$ cat config.mk
export PLATFORM = sky130hd
export DESIGN_NAME = bsio_ports
export DESIGN_NICKNAME = d
export VERILOG_FILES = /design/src/rtl/bsio_pkg.sv /design/src/rtl/bsio_ports.sv
export SDC_FILE = /design/constraint.sdc
export NUM_CORES = 1
export LEC_CHECK = 0
export BUFFER_PORTS_ARGS = -buffer_cell sky130_fd_sc_hd__buf_2
export CORE_MARGIN = 1
export CORE_UTILIZATION = 50
export DETAILED_ROUTE_END_ITERATION = 8
export GPL_ROUTABILITY_DRIVEN = 1
export PLACE_DENSITY = 0.84
export SYNTH_ARGS = -nofsm -noshare
export SYNTH_HDL_FRONTEND = slang
export SYNTH_SLANG_ARGS = --single-unit
$ cat constraint.sdc
create_clock -name ref_clk -period 3.8 [get_ports ref_clk]
set_input_delay 1.14 -clock ref_clk [delete_from_list [all_inputs] [get_ports ref_clk]]
set_output_delay 1.14 -clock ref_clk [all_outputs]
set_load 0.02 [all_outputs]
$ cat src/rtl/bsio_pkg.sv
// Package: register map, reset values and carrier types for the bus-shared ports
package bsio_pkg;

  // ==========================================================================
  // Widths
  localparam int unsigned BSIO_AW = 32;
  localparam int unsigned BSIO_DW = 8;
  localparam int unsigned BSIO_XW = 24;
  localparam int unsigned BSIO_XD = 16;

  // ==========================================================================
  // Register byte addresses
  localparam logic [BSIO_AW-1:0] BSIO_PORT_ZERO_DATA_ADDR        = 32'hFFFFF000;
  localparam logic [BSIO_AW-1:0] BSIO_PORT_ONE_DATA_ADDR         = 32'hFFFFF001;
  localparam logic [BSIO_AW-1:0] BSIO_PORT_ZERO_DIRECTION_ADDR   = 32'hFFFFF002;
  localparam logic [BSIO_AW-1:0] BSIO_PORT_ONE_DIRECTION_ADDR    = 32'hFFFFF004;
  localparam logic [BSIO_AW-1:0] BSIO_PORT_ONE_FUNCTION_ADDR     = 32'hFFFFF005;
  localparam logic [BSIO_AW-1:0] BSIO_PORT_TWO_DATA_ADDR         = 32'hFFFFF012;
  localparam logic [BSIO_AW-1:0] BSIO_PORT_TWO_DIRECTION_ADDR    = 32'hFFFFF014;
  localparam logic [BSIO_AW-1:0] BSIO_PORT_TWO_FUNCTION_ADDR     = 32'hFFFFF015;

  // ==========================================================================
  // Values after reset
  localparam logic [BSIO_DW-1:0] BSIO_PORT_ZERO_LATCH_RST = 8'h00;
  localparam logic [BSIO_DW-1:0] BSIO_PORT_ONE_LATCH_RST  = 8'h00;
  localparam logic [BSIO_DW-1:0] BSIO_PORT_TWO_LATCH_RST  = 8'hFF;
  localparam logic [BSIO_DW-1:0] BSIO_DIRECTION_RST       = 8'h00;
  localparam logic [BSIO_DW-1:0] BSIO_FUNCTION_RST        = 8'h00;
  localparam logic [BSIO_DW-1:0] BSIO_READ_NONE           = 8'h00;
  localparam logic [BSIO_XD-1:0] BSIO_EXT_RDATA_RST       = 16'h0000;

  // ==========================================================================
  // Address field positions on the external bus
  localparam int unsigned BSIO_MID_BYTE_LSB  = 8;
  localparam int unsigned BSIO_HIGH_BYTE_LSB = 16;

  // ==========================================================================
  // Per-pin role from function/direction pair
  typedef enum logic [1:0] {
    BSIO_ROLE_INPUT  = 2'b00,
    BSIO_ROLE_OUTPUT = 2'b01,
    BSIO_ROLE_BUS_A  = 2'b10,
    BSIO_ROLE_BUS_B  = 2'b11
  } bsio_role_e;

  // ==========================================================================
  // Carriers
  typedef struct packed {
    logic              access;
    logic              addr_phase;
    logic              write;
    logic [BSIO_XW-1:0] addr;
    logic [BSIO_XD-1:0] wdata;
  } bsio_ext_bus_s;

  typedef struct packed {
    logic [BSIO_DW-1:0] out;
    logic [BSIO_DW-1:0] oe;
  } bsio_pin_drive_s;

endpackage : bsio_pkg

$ cat src/rtl/bsio_ports.sv
// Module: three bus-shared general-purpose I/O ports with register port
`timescale 1ns/1ns
// What this block does
// - Port zero has eight pins, each with its own direction bit.
// - Reset clears every port zero direction bit so all pins start as inputs.
// - A port zero direction bit of 0 makes the pin an input and 1 an output.
// - During an external access with all port zero direction bits clear, port zero is the low muxed bus.
// - Reset clears the port zero output latch while its pins are inputs.
// - Port one has eight pins whose roles come from a direction bit and a function bit each.
// - Reset clears the port one latch, direction and function registers, leaving inputs.
// - Port one pairs select 00 input, 01 output, 10 upper muxed bus bit, 11 middle address bit.
// - Port two has eight pins whose roles come from its direction and function registers.
// - Reset sets the port two latch to all ones and clears its direction and function registers.
// - Port two pins can drive the lowest or highest external address byte.
// - Port two pairs select 00 input, 01 output, 10 lowest address bit, 11 highest address bit.
module bsio_ports
  import bsio_pkg::*;
#(
  parameter int unsigned PORT_W = BSIO_DW
) (
  input  wire logic                ref_clk,
  input  wire logic                reset_n,
  input  wire logic [BSIO_AW-1:0]  reg_addr,
  input  wire logic [BSIO_DW-1:0]  reg_wdata,
  input  wire logic                reg_wr,
  input  wire logic                reg_rd,
  output logic      [BSIO_DW-1:0]  reg_rdata,
  input  wire bsio_ext_bus_s       ext_bus,
  output logic      [BSIO_XD-1:0]  ext_rdata,
  input  wire logic [PORT_W-1:0]   port_zero_in,
  output logic      [PORT_W-1:0]   port_zero_out,
  output logic      [PORT_W-1:0]   port_zero_oe,
  input  wire logic [PORT_W-1:0]   port_one_in,
  output logic      [PORT_W-1:0]   port_one_out,
  output logic      [PORT_W-1:0]   port_one_oe,
  input  wire logic [PORT_W-1:0]   port_two_in,
  output logic      [PORT_W-1:0]   port_two_out,
  output logic      [PORT_W-1:0]   port_two_oe
);

  // ==========================================================================
  // Helpers
  // Data read view: latch only where the pin is a plain output
  function automatic logic [PORT_W-1:0] read_view(
    input logic [PORT_W-1:0] pin,
    input logic [PORT_W-1:0] latch,
    input logic [PORT_W-1:0] dir,
    input logic [PORT_W-1:0] fn
  );
    read_view = (dir & ~fn & latch) | (~(dir & ~fn) & pin);
  endfunction : read_view

  function automatic logic hit(
    input logic [BSIO_AW-1:0] a,
    input logic [BSIO_AW-1:0] base
  );
    hit = (a == base);
  endfunction : hit

  // ==========================================================================
  // Registers
  logic [PORT_W-1:0]   zero_latch_q;
  logic [PORT_W-1:0]   zero_dir_q;
  logic [PORT_W-1:0]   one_latch_q;
  logic [PORT_W-1:0]   one_dir_q;
  logic [PORT_W-1:0]   one_fn_q;
  logic [PORT_W-1:0]   two_latch_q;
  logic [PORT_W-1:0]   two_dir_q;
  logic [PORT_W-1:0]   two_fn_q;
  logic [BSIO_DW-1:0]  rdata_q;
  logic [BSIO_DW-1:0]  rdata_d;
  logic [BSIO_XD-1:0]  ext_rdata_q;

  // ==========================================================================
  // Address decode
  wire logic wr_zero_data = reg_wr & hit(reg_addr, BSIO_PORT_ZERO_DATA_ADDR);
  wire logic wr_one_data  = reg_wr & hit(reg_addr, BSIO_PORT_ONE_DATA_ADDR);
  wire logic wr_two_data  = reg_wr & hit(reg_addr, BSIO_PORT_TWO_DATA_ADDR);
  wire logic wr_zero_dir  = reg_wr & hit(reg_addr, BSIO_PORT_ZERO_DIRECTION_ADDR);
  wire logic wr_one_dir   = reg_wr & hit(reg_addr, BSIO_PORT_ONE_DIRECTION_ADDR);
  wire logic wr_one_fn    = reg_wr & hit(reg_addr, BSIO_PORT_ONE_FUNCTION_ADDR);
  wire logic wr_two_dir   = reg_wr & hit(reg_addr, BSIO_PORT_TWO_DIRECTION_ADDR);
  wire logic wr_two_fn    = reg_wr & hit(reg_addr, BSIO_PORT_TWO_FUNCTION_ADDR);

  wire logic [PORT_W-1:0] wdata_w = reg_wdata[PORT_W-1:0];

  // ==========================================================================
  // Port zero registers
  always_ff @(posedge ref_clk) begin
    if (!reset_n) begin
      zero_latch_q <= BSIO_PORT_ZERO_LATCH_RST[PORT_W-1:0];
      zero_dir_q   <= BSIO_DIRECTION_RST[PORT_W-1:0];
    end else begin
      if (wr_zero_data) begin
        zero_latch_q <= wdata_w;
      end
      if (wr_zero_dir) begin
        zero_dir_q <= wdata_w;
      end
    end
  end

  // ==========================================================================
  // Port one registers
  always_ff @(posedge ref_clk) begin
    if (!reset_n) begin
      one_latch_q <= BSIO_PORT_ONE_LATCH_RST[PORT_W-1:0];
      one_dir_q   <= BSIO_DIRECTION_RST[PORT_W-1:0];
      one_fn_q    <= BSIO_FUNCTION_RST[PORT_W-1:0];
    end else begin
      if (wr_one_data) begin
        one_latch_q <= wdata_w;
      end
      if (wr_one_dir) begin
        one_dir_q <= wdata_w;
      end
      if (wr_one_fn) begin
        one_fn_q <= wdata_w;
      end
    end
  end

  // ==========================================================================
  // Port two registers
  always_ff @(posedge ref_clk) begin
    if (!reset_n) begin
      two_latch_q <= BSIO_PORT_TWO_LATCH_RST[PORT_W-1:0];
      two_dir_q   <= BSIO_DIRECTION_RST[PORT_W-1:0];
      two_fn_q    <= BSIO_FUNCTION_RST[PORT_W-1:0];
    end else begin
      if (wr_two_data) begin
        two_latch_q <= wdata_w;
      end
      if (wr_two_dir) begin
        two_dir_q <= wdata_w;
      end
      if (wr_two_fn) begin
        two_fn_q <= wdata_w;
      end
    end
  end

  // ==========================================================================
  // External bus byte lanes
  // Muxed lanes carry address in the address phase, write data after it;
  // on a read data phase they float so the memory can drive them.
  wire logic              bus_mux_drive = ext_bus.access & (ext_bus.addr_phase | ext_bus.write);
  wire logic [PORT_W-1:0] low_mux_val   = ext_bus.addr_phase ? ext_bus.addr[PORT_W-1:0]
                                                             : ext_bus.wdata[PORT_W-1:0];
  wire logic [PORT_W-1:0] up_mux_val    = ext_bus.addr_phase
                                          ? ext_bus.addr[BSIO_MID_BYTE_LSB +: PORT_W]
                                          : ext_bus.wdata[BSIO_MID_BYTE_LSB +: PORT_W];
  wire logic [PORT_W-1:0] mid_addr_val  = ext_bus.addr[BSIO_MID_BYTE_LSB +: PORT_W];
  wire logic [PORT_W-1:0] low_addr_val  = ext_bus.addr[PORT_W-1:0];
  wire logic [PORT_W-1:0] high_addr_val = ext_bus.addr[BSIO_HIGH_BYTE_LSB +: PORT_W];

  // ==========================================================================
  // Port zero pin drive
  // Bus takeover only while every direction bit is clear, so software
  // outputs never collide with the bus.
  wire logic zero_bus_mode = ext_bus.access & (zero_dir_q == '0);

  assign port_zero_out = zero_bus_mode ? low_mux_val : zero_latch_q;
  assign port_zero_oe  = zero_bus_mode ? {PORT_W{bus_mux_drive}} : zero_dir_q;

  // ==========================================================================
  // Port one and two per-pin role selection
  bsio_pin_drive_s one_drive;
  bsio_pin_drive_s two_drive;

  for (genvar i = 0; i < PORT_W; i++) begin : g_pin
    wire bsio_role_e one_role = bsio_role_e'({one_fn_q[i], one_dir_q[i]});
    wire bsio_role_e two_role = bsio_role_e'({two_fn_q[i], two_dir_q[i]});

    always_comb begin
      unique case (one_role)
        BSIO_ROLE_INPUT: begin
          one_drive.out[i] = one_latch_q[i];
          one_drive.oe[i]  = 1'b0;
        end
        BSIO_ROLE_OUTPUT: begin
          one_drive.out[i] = one_latch_q[i];
          one_drive.oe[i]  = 1'b1;
        end
        BSIO_ROLE_BUS_A: begin
          one_drive.out[i] = up_mux_val[i];
          one_drive.oe[i]  = bus_mux_drive;
        end
        BSIO_ROLE_BUS_B: begin
          one_drive.out[i] = mid_addr_val[i];
          one_drive.oe[i]  = 1'b1;
        end
      endcase
    end

    always_comb begin
      unique case (two_role)
        BSIO_ROLE_INPUT: begin
          two_drive.out[i] = two_latch_q[i];
          two_drive.oe[i]  = 1'b0;
        end
        BSIO_ROLE_OUTPUT: begin
          two_drive.out[i] = two_latch_q[i];
          two_drive.oe[i]  = 1'b1;
        end
        BSIO_ROLE_BUS_A: begin
          two_drive.out[i] = low_addr_val[i];
          two_drive.oe[i]  = 1'b1;
        end
        BSIO_ROLE_BUS_B: begin
          two_drive.out[i] = high_addr_val[i];
          two_drive.oe[i]  = 1'b1;
        end
      endcase
    end
  end

  assign port_one_out = one_drive.out;
  assign port_one_oe  = one_drive.oe;
  assign port_two_out = two_drive.out;
  assign port_two_oe  = two_drive.oe;

  // ==========================================================================
  // Read path
  // Direction and function registers are write-only and read as zero.
  wire logic [PORT_W-1:0] zero_view = read_view(port_zero_in, zero_latch_q, zero_dir_q, '0);
  wire logic [PORT_W-1:0] one_view  = read_view(port_one_in, one_latch_q, one_dir_q, one_fn_q);
  wire logic [PORT_W-1:0] two_view  = read_view(port_two_in, two_latch_q, two_dir_q, two_fn_q);

  always_comb begin
    rdata_d = BSIO_READ_NONE;
    if (reg_rd) begin
      if (hit(reg_addr, BSIO_PORT_ZERO_DATA_ADDR)) begin
        rdata_d[PORT_W-1:0] = zero_view;
      end else if (hit(reg_addr, BSIO_PORT_ONE_DATA_ADDR)) begin
        rdata_d[PORT_W-1:0] = one_view;
      end else if (hit(reg_addr, BSIO_PORT_TWO_DATA_ADDR)) begin
        rdata_d[PORT_W-1:0] = two_view;
      end
    end
  end

  // Data stands only in the cycle after the read strobe
  always_ff @(posedge ref_clk) begin
    if (!reset_n) begin
      rdata_q <= BSIO_READ_NONE;
    end else begin
      rdata_q <= rdata_d;
    end
  end

  assign reg_rdata = rdata_q;

  // ==========================================================================
  // External read data capture
  // Sampled every cycle; the memory controller picks the cycle it needs.
  always_ff @(posedge ref_clk) begin
    if (!reset_n) begin
      ext_rdata_q <= BSIO_EXT_RDATA_RST;
    end else begin
      ext_rdata_q <= {port_one_in, port_zero_in};
    end
  end

  assign ext_rdata = ext_rdata_q;

endmodule : bsio_ports

==> impl_summary.txt, run 1 <==
----------------------------------------------------
[Run status]
  Result of the run ... finished, violations left
  Violated checks ... DRC

[Yosys]
  Net Count, Synth ... 631
  Post-synth EDFFs ... 0
  Proportion of register bits with asynchronous set or reset after synthesis ... 0
  Synth Register Bits ... 88
  Cell count after synthesis ... 520
  Count of distinct cell types in the synthesized netlist ... 41
  Most used flip-flop cell after synthesis ... dfxtp_1
  Share of the yosys chip area belonging to registers ... 0.384
  Cell type with the largest total area after synthesis ... dfxtp_1
  Mean Syn Cell Area ... 8.83 sq um
  Biggest area contributors in the synthesized netlist ... dfxtp_1 (38%), mux2i_1 (17%), nand2_1 (5.9%)
  Total number of yosys warnings ... 0
  Proportion of netlist area held by the largest area contributor ... 0.384
  Cell with the most instances after synthesis ... dfxtp_1
  Ranking of synthesized cells by instance count ... dfxtp_1 (88), mux2i_1 (80), nand2_1 (72)
  Cell area after technology mapping ... 4590 sq um

[Timing]
  Final clock period utilization by the worst path ... 0.919
  Slew Limit Headroom ... 0.506
  Final Slew Violations ... 0
  Final count of negative-setup-slack endpoints ... 0
  Worst setup skew after layout ... 0.00904 ns
  Setup_tns ... 0 ns
  Maximum achievable frequency ... 286 MHz
  Fin. Hold Viols ... 0
  Worst-margin pin slew ... 0.741 ns
  RSZ-0062 raised after global routing ... no
  Time the worst path needs with I/O delays and setup ... 3.49 ns
  Worst hold-check slack ... 0.489 ns

[Global routing]
  Total global-route track usage ... 0.275
  Grt total ovfl ... 0
  Antenna violations before repair ... 0
  Global-route wire length before repair ... 20700 microns
  Vias in the first global route ... 4268
  Largest net degree at the start of global routing ... 54

[Drt]
  Total detailed-routing wirelength ... 13300 microns
  DRT Pass-1 Iters ... 7
  Via count ... 4445
  Number of violations reported at the end of detailed-routing iteration 0 ... 237
  DRC violations left ... 20
  Post-detailed-route via-to-cell ratio ... 5.54
  Wire length per cell after detailed routing ... 16.6 microns
  Final antenna-violating net count ... 0

[Placed design]
  Final Wtd Congestion ... 0.860
  Detail Placement HPWL ... 10500 microns
  Placed insts ... 788
  Count of input and output buffers ... 182

[CTS]
  Root Buffer ... clkbuf_8
  Count of buffers added by post-CTS timing repair for setup ... 0
  Clock transition at the registers of the reported paths ... 0.08 ns
  CTS HTree Levels ... 3
  Clock insertion delay at the later pin of the skew report ... 0.35 ns
  Number of clock buffers inserted by TritonCTS ... 9
  Post-cts repair resize count ... 0
  CTS tree ... yes
  Clock buffer depth ... 2
  Hold-fix buffers, CTS ... 0
  Clock sink total ... 88

[Setup path]
  Required time reported for the critical path endpoint ... 2.66 ns
  Cell class contributing the biggest share of worst-path delay ... buffers and inverters
  Critical path capture point type ... output pin
  CP max stage cell ... o21a_1
  Startpoint Class ... input pin
  CP Cell Sequence ... buf_2 > o21a_1 > nand2_1 > nand2b_1 > buf_2
  Buffers plus inverters on the worst setup path ... 2
  Most frequent cell on the critical path ... buf_2
  Critical path start-end classification ... in -> out
  Largest stage delay, worst path ... 0.40 ns
  Arrival @ worst endpoint ... 2.35 ns
  Maximum fanout along the worst path ... 10

[Layout]
  Fillcell total ... 751
  Fraction of layout instances using a drive strength above 1 ... 0.327
  Utilization after layout ... 0.652
  Area of the multi-input gates ... 2720 sq um
  Synth-to-layout area growth ... 25.0%
  Number of cells in the finished layout apart from fillers ... 802
  Nets ... 802
  Number of antenna repair diodes ... 0
  Sequential Area ... 1760 sq um

[Hold path]
  Class of the most critical hold timing path ... reg -> reg

[Power]
  Power per cell area ... 304 nW/um^2
  Leakage Power ... 2.90 nW
  IR drop worst, VDD ... 0.000162 V
  Post-route total power ... 1.75 mW

[Floorplan]
  Area inside the core boundary ... 8810 sq um
  Effective utilization at floorplan ... 0.521
  Die area ... 9570 sq um
  Height of the chip ... 97.8 microns
  Number of ports placed on the die boundary ... 183
  Floorplan row count ... 34
  Die Span X ... 97.8 microns

[Job]
  Number of violations of the max-capacitance limit ... 0

----------------------------------------------------
==> sequential cells by signal, indices dropped and copies added (netlist names) <==
| signal | count |
|---|---|
| zero_dir_q | 8 |
| one_latch_q | 8 |
| two_latch_q | 8 |
| reg_rdata | 8 |
| ext_rdata | 16 |
| two_dir_q | 8 |
| one_fn_q | 8 |
| two_fn_q | 8 |
| zero_latch_q | 8 |
| one_dir_q | 8 |
==> worst reg2reg max path, stage by stage (launching register included) <==
cell and delay (ns):
dfxtp_1 0.40, nand2b_1 0.13, mux2_2 0.34, a21oi_1 0.18
o32a_1 0.18, a211oi_1 0.05
==> final timing paths <==
path                            cells past startpoint  slack (ns)               to            from
worst max register to register                      5        2.36     reg_rdata[7]     one_fn_q[7]
worst min-delay path                                2        0.49   one_latch_q[5]  one_latch_q[5]
worst max-delay path                                5        0.31  port_zero_oe[0]     ext_bus[41]
worst min register to register                      2        0.49   one_latch_q[5]  one_latch_q[5]
==> layer usage <==
layer | part of all wire | up-vias | GRT usage
met1 | 0.41 | 2088 | 0.341
met3 | 0.064 | 28 | 0.0344
li1 | - | 2147 | -
met2 | 0.50 | 182 | 0.488
met4 | 0.024 | 0 | 0.104
met5 | 0 | - | 0
==> power breakdown <==
| group | internal (mW) | switching [mW] |
|---|---|---|
| registers | 0.930 | 0.00185 |
| clock network | 0.299 | 0.304 |
| logic | 0.0914 | 0.119 |
==> cell usage in the layout, fill, tap and decap left out, drive strengths merged, types with 15 or more instances in the layout <==
cell type	count
mux2i	80
buf	187
dfxtp	88
nor2b	32
a21oi	24
nand2	73
nand3	15
and2	19
a21boi	24
nand2b	24
nor2	29
==> cell families (layout without fill, tap and decap cells) <==
kind of cell,Yosys count,in the layout,share of synthesized area
buf+inv,28,202,0.0234
compound gates,81,81,0.112
mux,88,88,0.194
flops,88,88,0.384
simple gates,235,235,0.287
==> area by class of cell <==
class | count | area share
timing repair buffer | 187 | 0.165
clock buffer | 13 | 0.0242
inverter | 1 | 0.000654
clock inverter | 1 | 0.00523
sequential | 88 | 0.307
multi-input combinational | 404 | 0.474
tap | 108 | 0.0235
==> through the flow <==
step / instance area [sq um] / setup WS (ns)
2_1_floorplan: 4590 / 0.245
3_3_place_gp: 5570 / 0.366
3_5_place_dp: 5570 / 0.297
4_1_cts: 5740 / 0.291
5_1_grt: 5740 / 0.201
6_report: 5740 / 0.308
(Power assumes the default switching activity.)
==> run 2: changes to the inputs <==
PLACE_DENSITY = 0.79   (was 0.84)
==> run 2 against run 1 <==
Core utilization grew 0.75 points. Worst hold slack lost 0.0069 ns. Global-route usage fell by 0.077 points. The run still ends with DRC left. Clock power grew 22%. Count of clock-buffer cells in the layout down 3. First-iteration DRC count fell by 17%. Register-to-register slack better by 0.02 ns. Largest cell class unchanged. Critical path depth unchanged. Flip-flop and latch count unchanged.
==> impl_summary.txt, run 2 (synthesized netlist as in run 1, its figures left out) <==
----------------------------------------------------
[CTS]
  Clock insertion delay at the later pin of the skew report ... 0.36 ns
  Root Buffer ... clkbuf_8
  Clock buffer depth ... 2
  Count of buffers added by post-CTS timing repair for setup ... 0
  Hold-fix buffers, CTS ... 0
  Number of clock buffers inserted by TritonCTS ... 9
  Post-cts repair resize count ... 0
  Clock transition at the registers of the reported paths ... 0.09 ns
  Clock sink total ... 88
  CTS HTree Levels ... 3
  CTS tree ... yes

[Timing]
  RSZ-0062 raised after global routing ... no
  Final Slew Violations ... 0
  Final count of negative-setup-slack endpoints ... 0
  Least setup slack across all paths after layout ... 0.556 ns
  Fin. Hold Viols ... 0
  Final clock period utilization by the worst path ... 0.854
  Maximum achievable frequency ... 308 MHz
  Time the worst path needs with I/O delays and setup ... 3.24 ns
  Slew Limit Headroom ... 0.540
  Setup_tns ... 0 ns
  Worst-margin pin slew ... 0.690 ns
  Worst setup skew after layout ... 0.0135 ns

[Placed design]
  Placed insts ... 789
  Count of input and output buffers ... 182
  Worst slack at placement ... 0.555 ns
  Area after detailed placement ... 5580 sq um
  Detail Placement HPWL ... 10300 microns
  Final Wtd Congestion ... 0.861

[Layout]
  Number of flip-flops under the largest register name ... 16
  Fraction of layout instances using a drive strength above 1 ... 0.336
  Number of cells in the finished layout apart from fillers ... 805
  Synth-to-layout area growth ... 26.5%
  Post-route cell area ... 5810 sq um
  Fillcell total ... 743
  Utilization after layout ... 0.659
  Number of antenna repair diodes ... 0
  Nets ... 803
  Top library cells by usage in the layout, fill and taps aside ... buf_2 (182), dfxtp_1 (88), mux2i_1 (80), nand2_1 (72), nor2b_1 (32)
  Most frequent standard cell in the layout excluding fill and tap cells ... buf_2

[Setup path]
  Arrival @ worst endpoint ... 2.10 ns
  CP max stage cell ... buf_4
  Required time reported for the critical path endpoint ... 2.66 ns
  Critical path capture point type ... output pin
  Maximum fanout along the worst path ... 10
  Critical path start-end classification ... in -> out
  Startpoint Class ... input pin
  Setup slack on the worst flop-to-flop path ... 2.38 ns
  Largest stage delay, worst path ... 0.27 ns
  CP Cell Sequence ... buf_2 > buf_4 > mux2i_1 > o21ai_0 > buf_2
  Most frequent cell on the critical path ... buf_2
  Worst reg-to-reg path cell count ... 5
  Crit Reg-Reg Endpoint ... reg_rdata[7]
  Worst reg2reg path startpoint ... one_fn_q[7]

[Drt]
  Post-detailed-route via-to-cell ratio ... 5.58
  Via count ... 4494
  Number of violations reported at the end of detailed-routing iteration 0 ... 196
  Wire length per cell after detailed routing ... 16.3 microns
  DRC violations left ... 22
  DRT Pass-1 Iters ... 7
  Total detailed-routing wirelength ... 13100 microns
  Final antenna-violating net count ... 0

[Global routing]
  Grt total ovfl ... 0
  Largest net degree at the start of global routing ... 51
  Global-route wire length before repair ... 20900 microns
  Vias in the first global route ... 4337
  Antenna violations before repair ... 0
  Most heavily used metal layer in global routing ... met2
  Met3 GRT Util ... 0.0394
  Routing usage on met1 ... 0.347
  Total global-route track usage ... 0.275
  Global routing usage on met2 ... 0.471

[Hold path]
  Destination of the worst hold path ... one_latch_q[7]
  Class of the most critical hold timing path ... reg -> reg
  Hold Crit Depth ... 2
  Worst Hold Launch ... one_latch_q[7]

[Floorplan]
  Die area ... 9570 sq um
  Die Span X ... 97.8 microns
  Number of ports placed on the die boundary ... 183
  Height of the chip ... 97.8 microns
  Effective utilization at floorplan ... 0.521
  Floorplan row count ... 34
  Area inside the core boundary ... 8810 sq um

[Run status]
  Result of the run ... finished, violations left
  Violated checks ... DRC

[Power]
  Power per cell area ... 324 nW/um^2
  Leakage Power ... 2.94 nW
  IR drop worst, VDD ... 0.000167 V

[Job]
  Number of violations of the max-capacitance limit ... 0

----------------------------------------------------
run 2: critical path: cells and delay by family:
kind / cells / cell delay (ns)
compound gates: 1 / 0.09
buf+inv: 3 / 0.67
mux: 1 / 0.19
run 2: area by class of cell:
type	instances	area [sq um]	area share
clock inverter	6	90.1	0.0155
tap	108	135	0.0233
sequential	88	1760	0.303
timing repair buffer	188	956	0.165
clock buffer	10	138	0.0237
inverter	1	3.75	0.000647
multi-input combinational	404	2720	0.469
run 2: worst max path at each step:
| stage | startpoint | endpoint | slack [ns] | depth (start not counted) |
|---|---|---|---|---|
| after floorplan | ext_bus[41] | port_zero_out[0] | 0.24 | 4 |
| after global placement | ext_bus[41] | port_zero_out[7] | 0.61 | 5 |
| after detailed placement | ext_bus[41] | port_zero_out[0] | 0.56 | 5 |
| after CTS | ext_bus[41] | port_zero_out[3] | 0.55 | 5 |
| after global routing | ext_bus[41] | port_zero_out[3] | 0.45 | 5 |
| final | ext_bus[41] | port_zero_out[3] | 0.56 | 5 |
run 2: per-stage QoR:
step / power (mW) / hold WS (ns)
2_1_floorplan: 1.06 / 0.452
4_1_cts: 1.89 / 0.483
3_3_place_gp: 1.16 / 0.464
6_report: 1.88 / 0.483
5_1_grt: 1.94 / 0.523
3_5_place_dp: 1.16 / 0.471
run 2: per-layer routing:
layer / wire [microns] / vias to the layer above
li1: - / 2150
met1: 5660 / 2120
met2: 6330 / 194
met3: 802 / 30
met4: 329 / 0
met5: 0 / -
run 2: power by group:
| part | leakage, nW | internal (mW) | switching [mW] | total (mW) |
|---|---|---|---|---|
| clock | 0.113 | 0.391 | 0.345 | 0.736 |
| combinational | 2.11 | 0.0922 | 0.119 | 0.211 |
| sequential | 0.713 | 0.930 | 0.00199 | 0.932 |
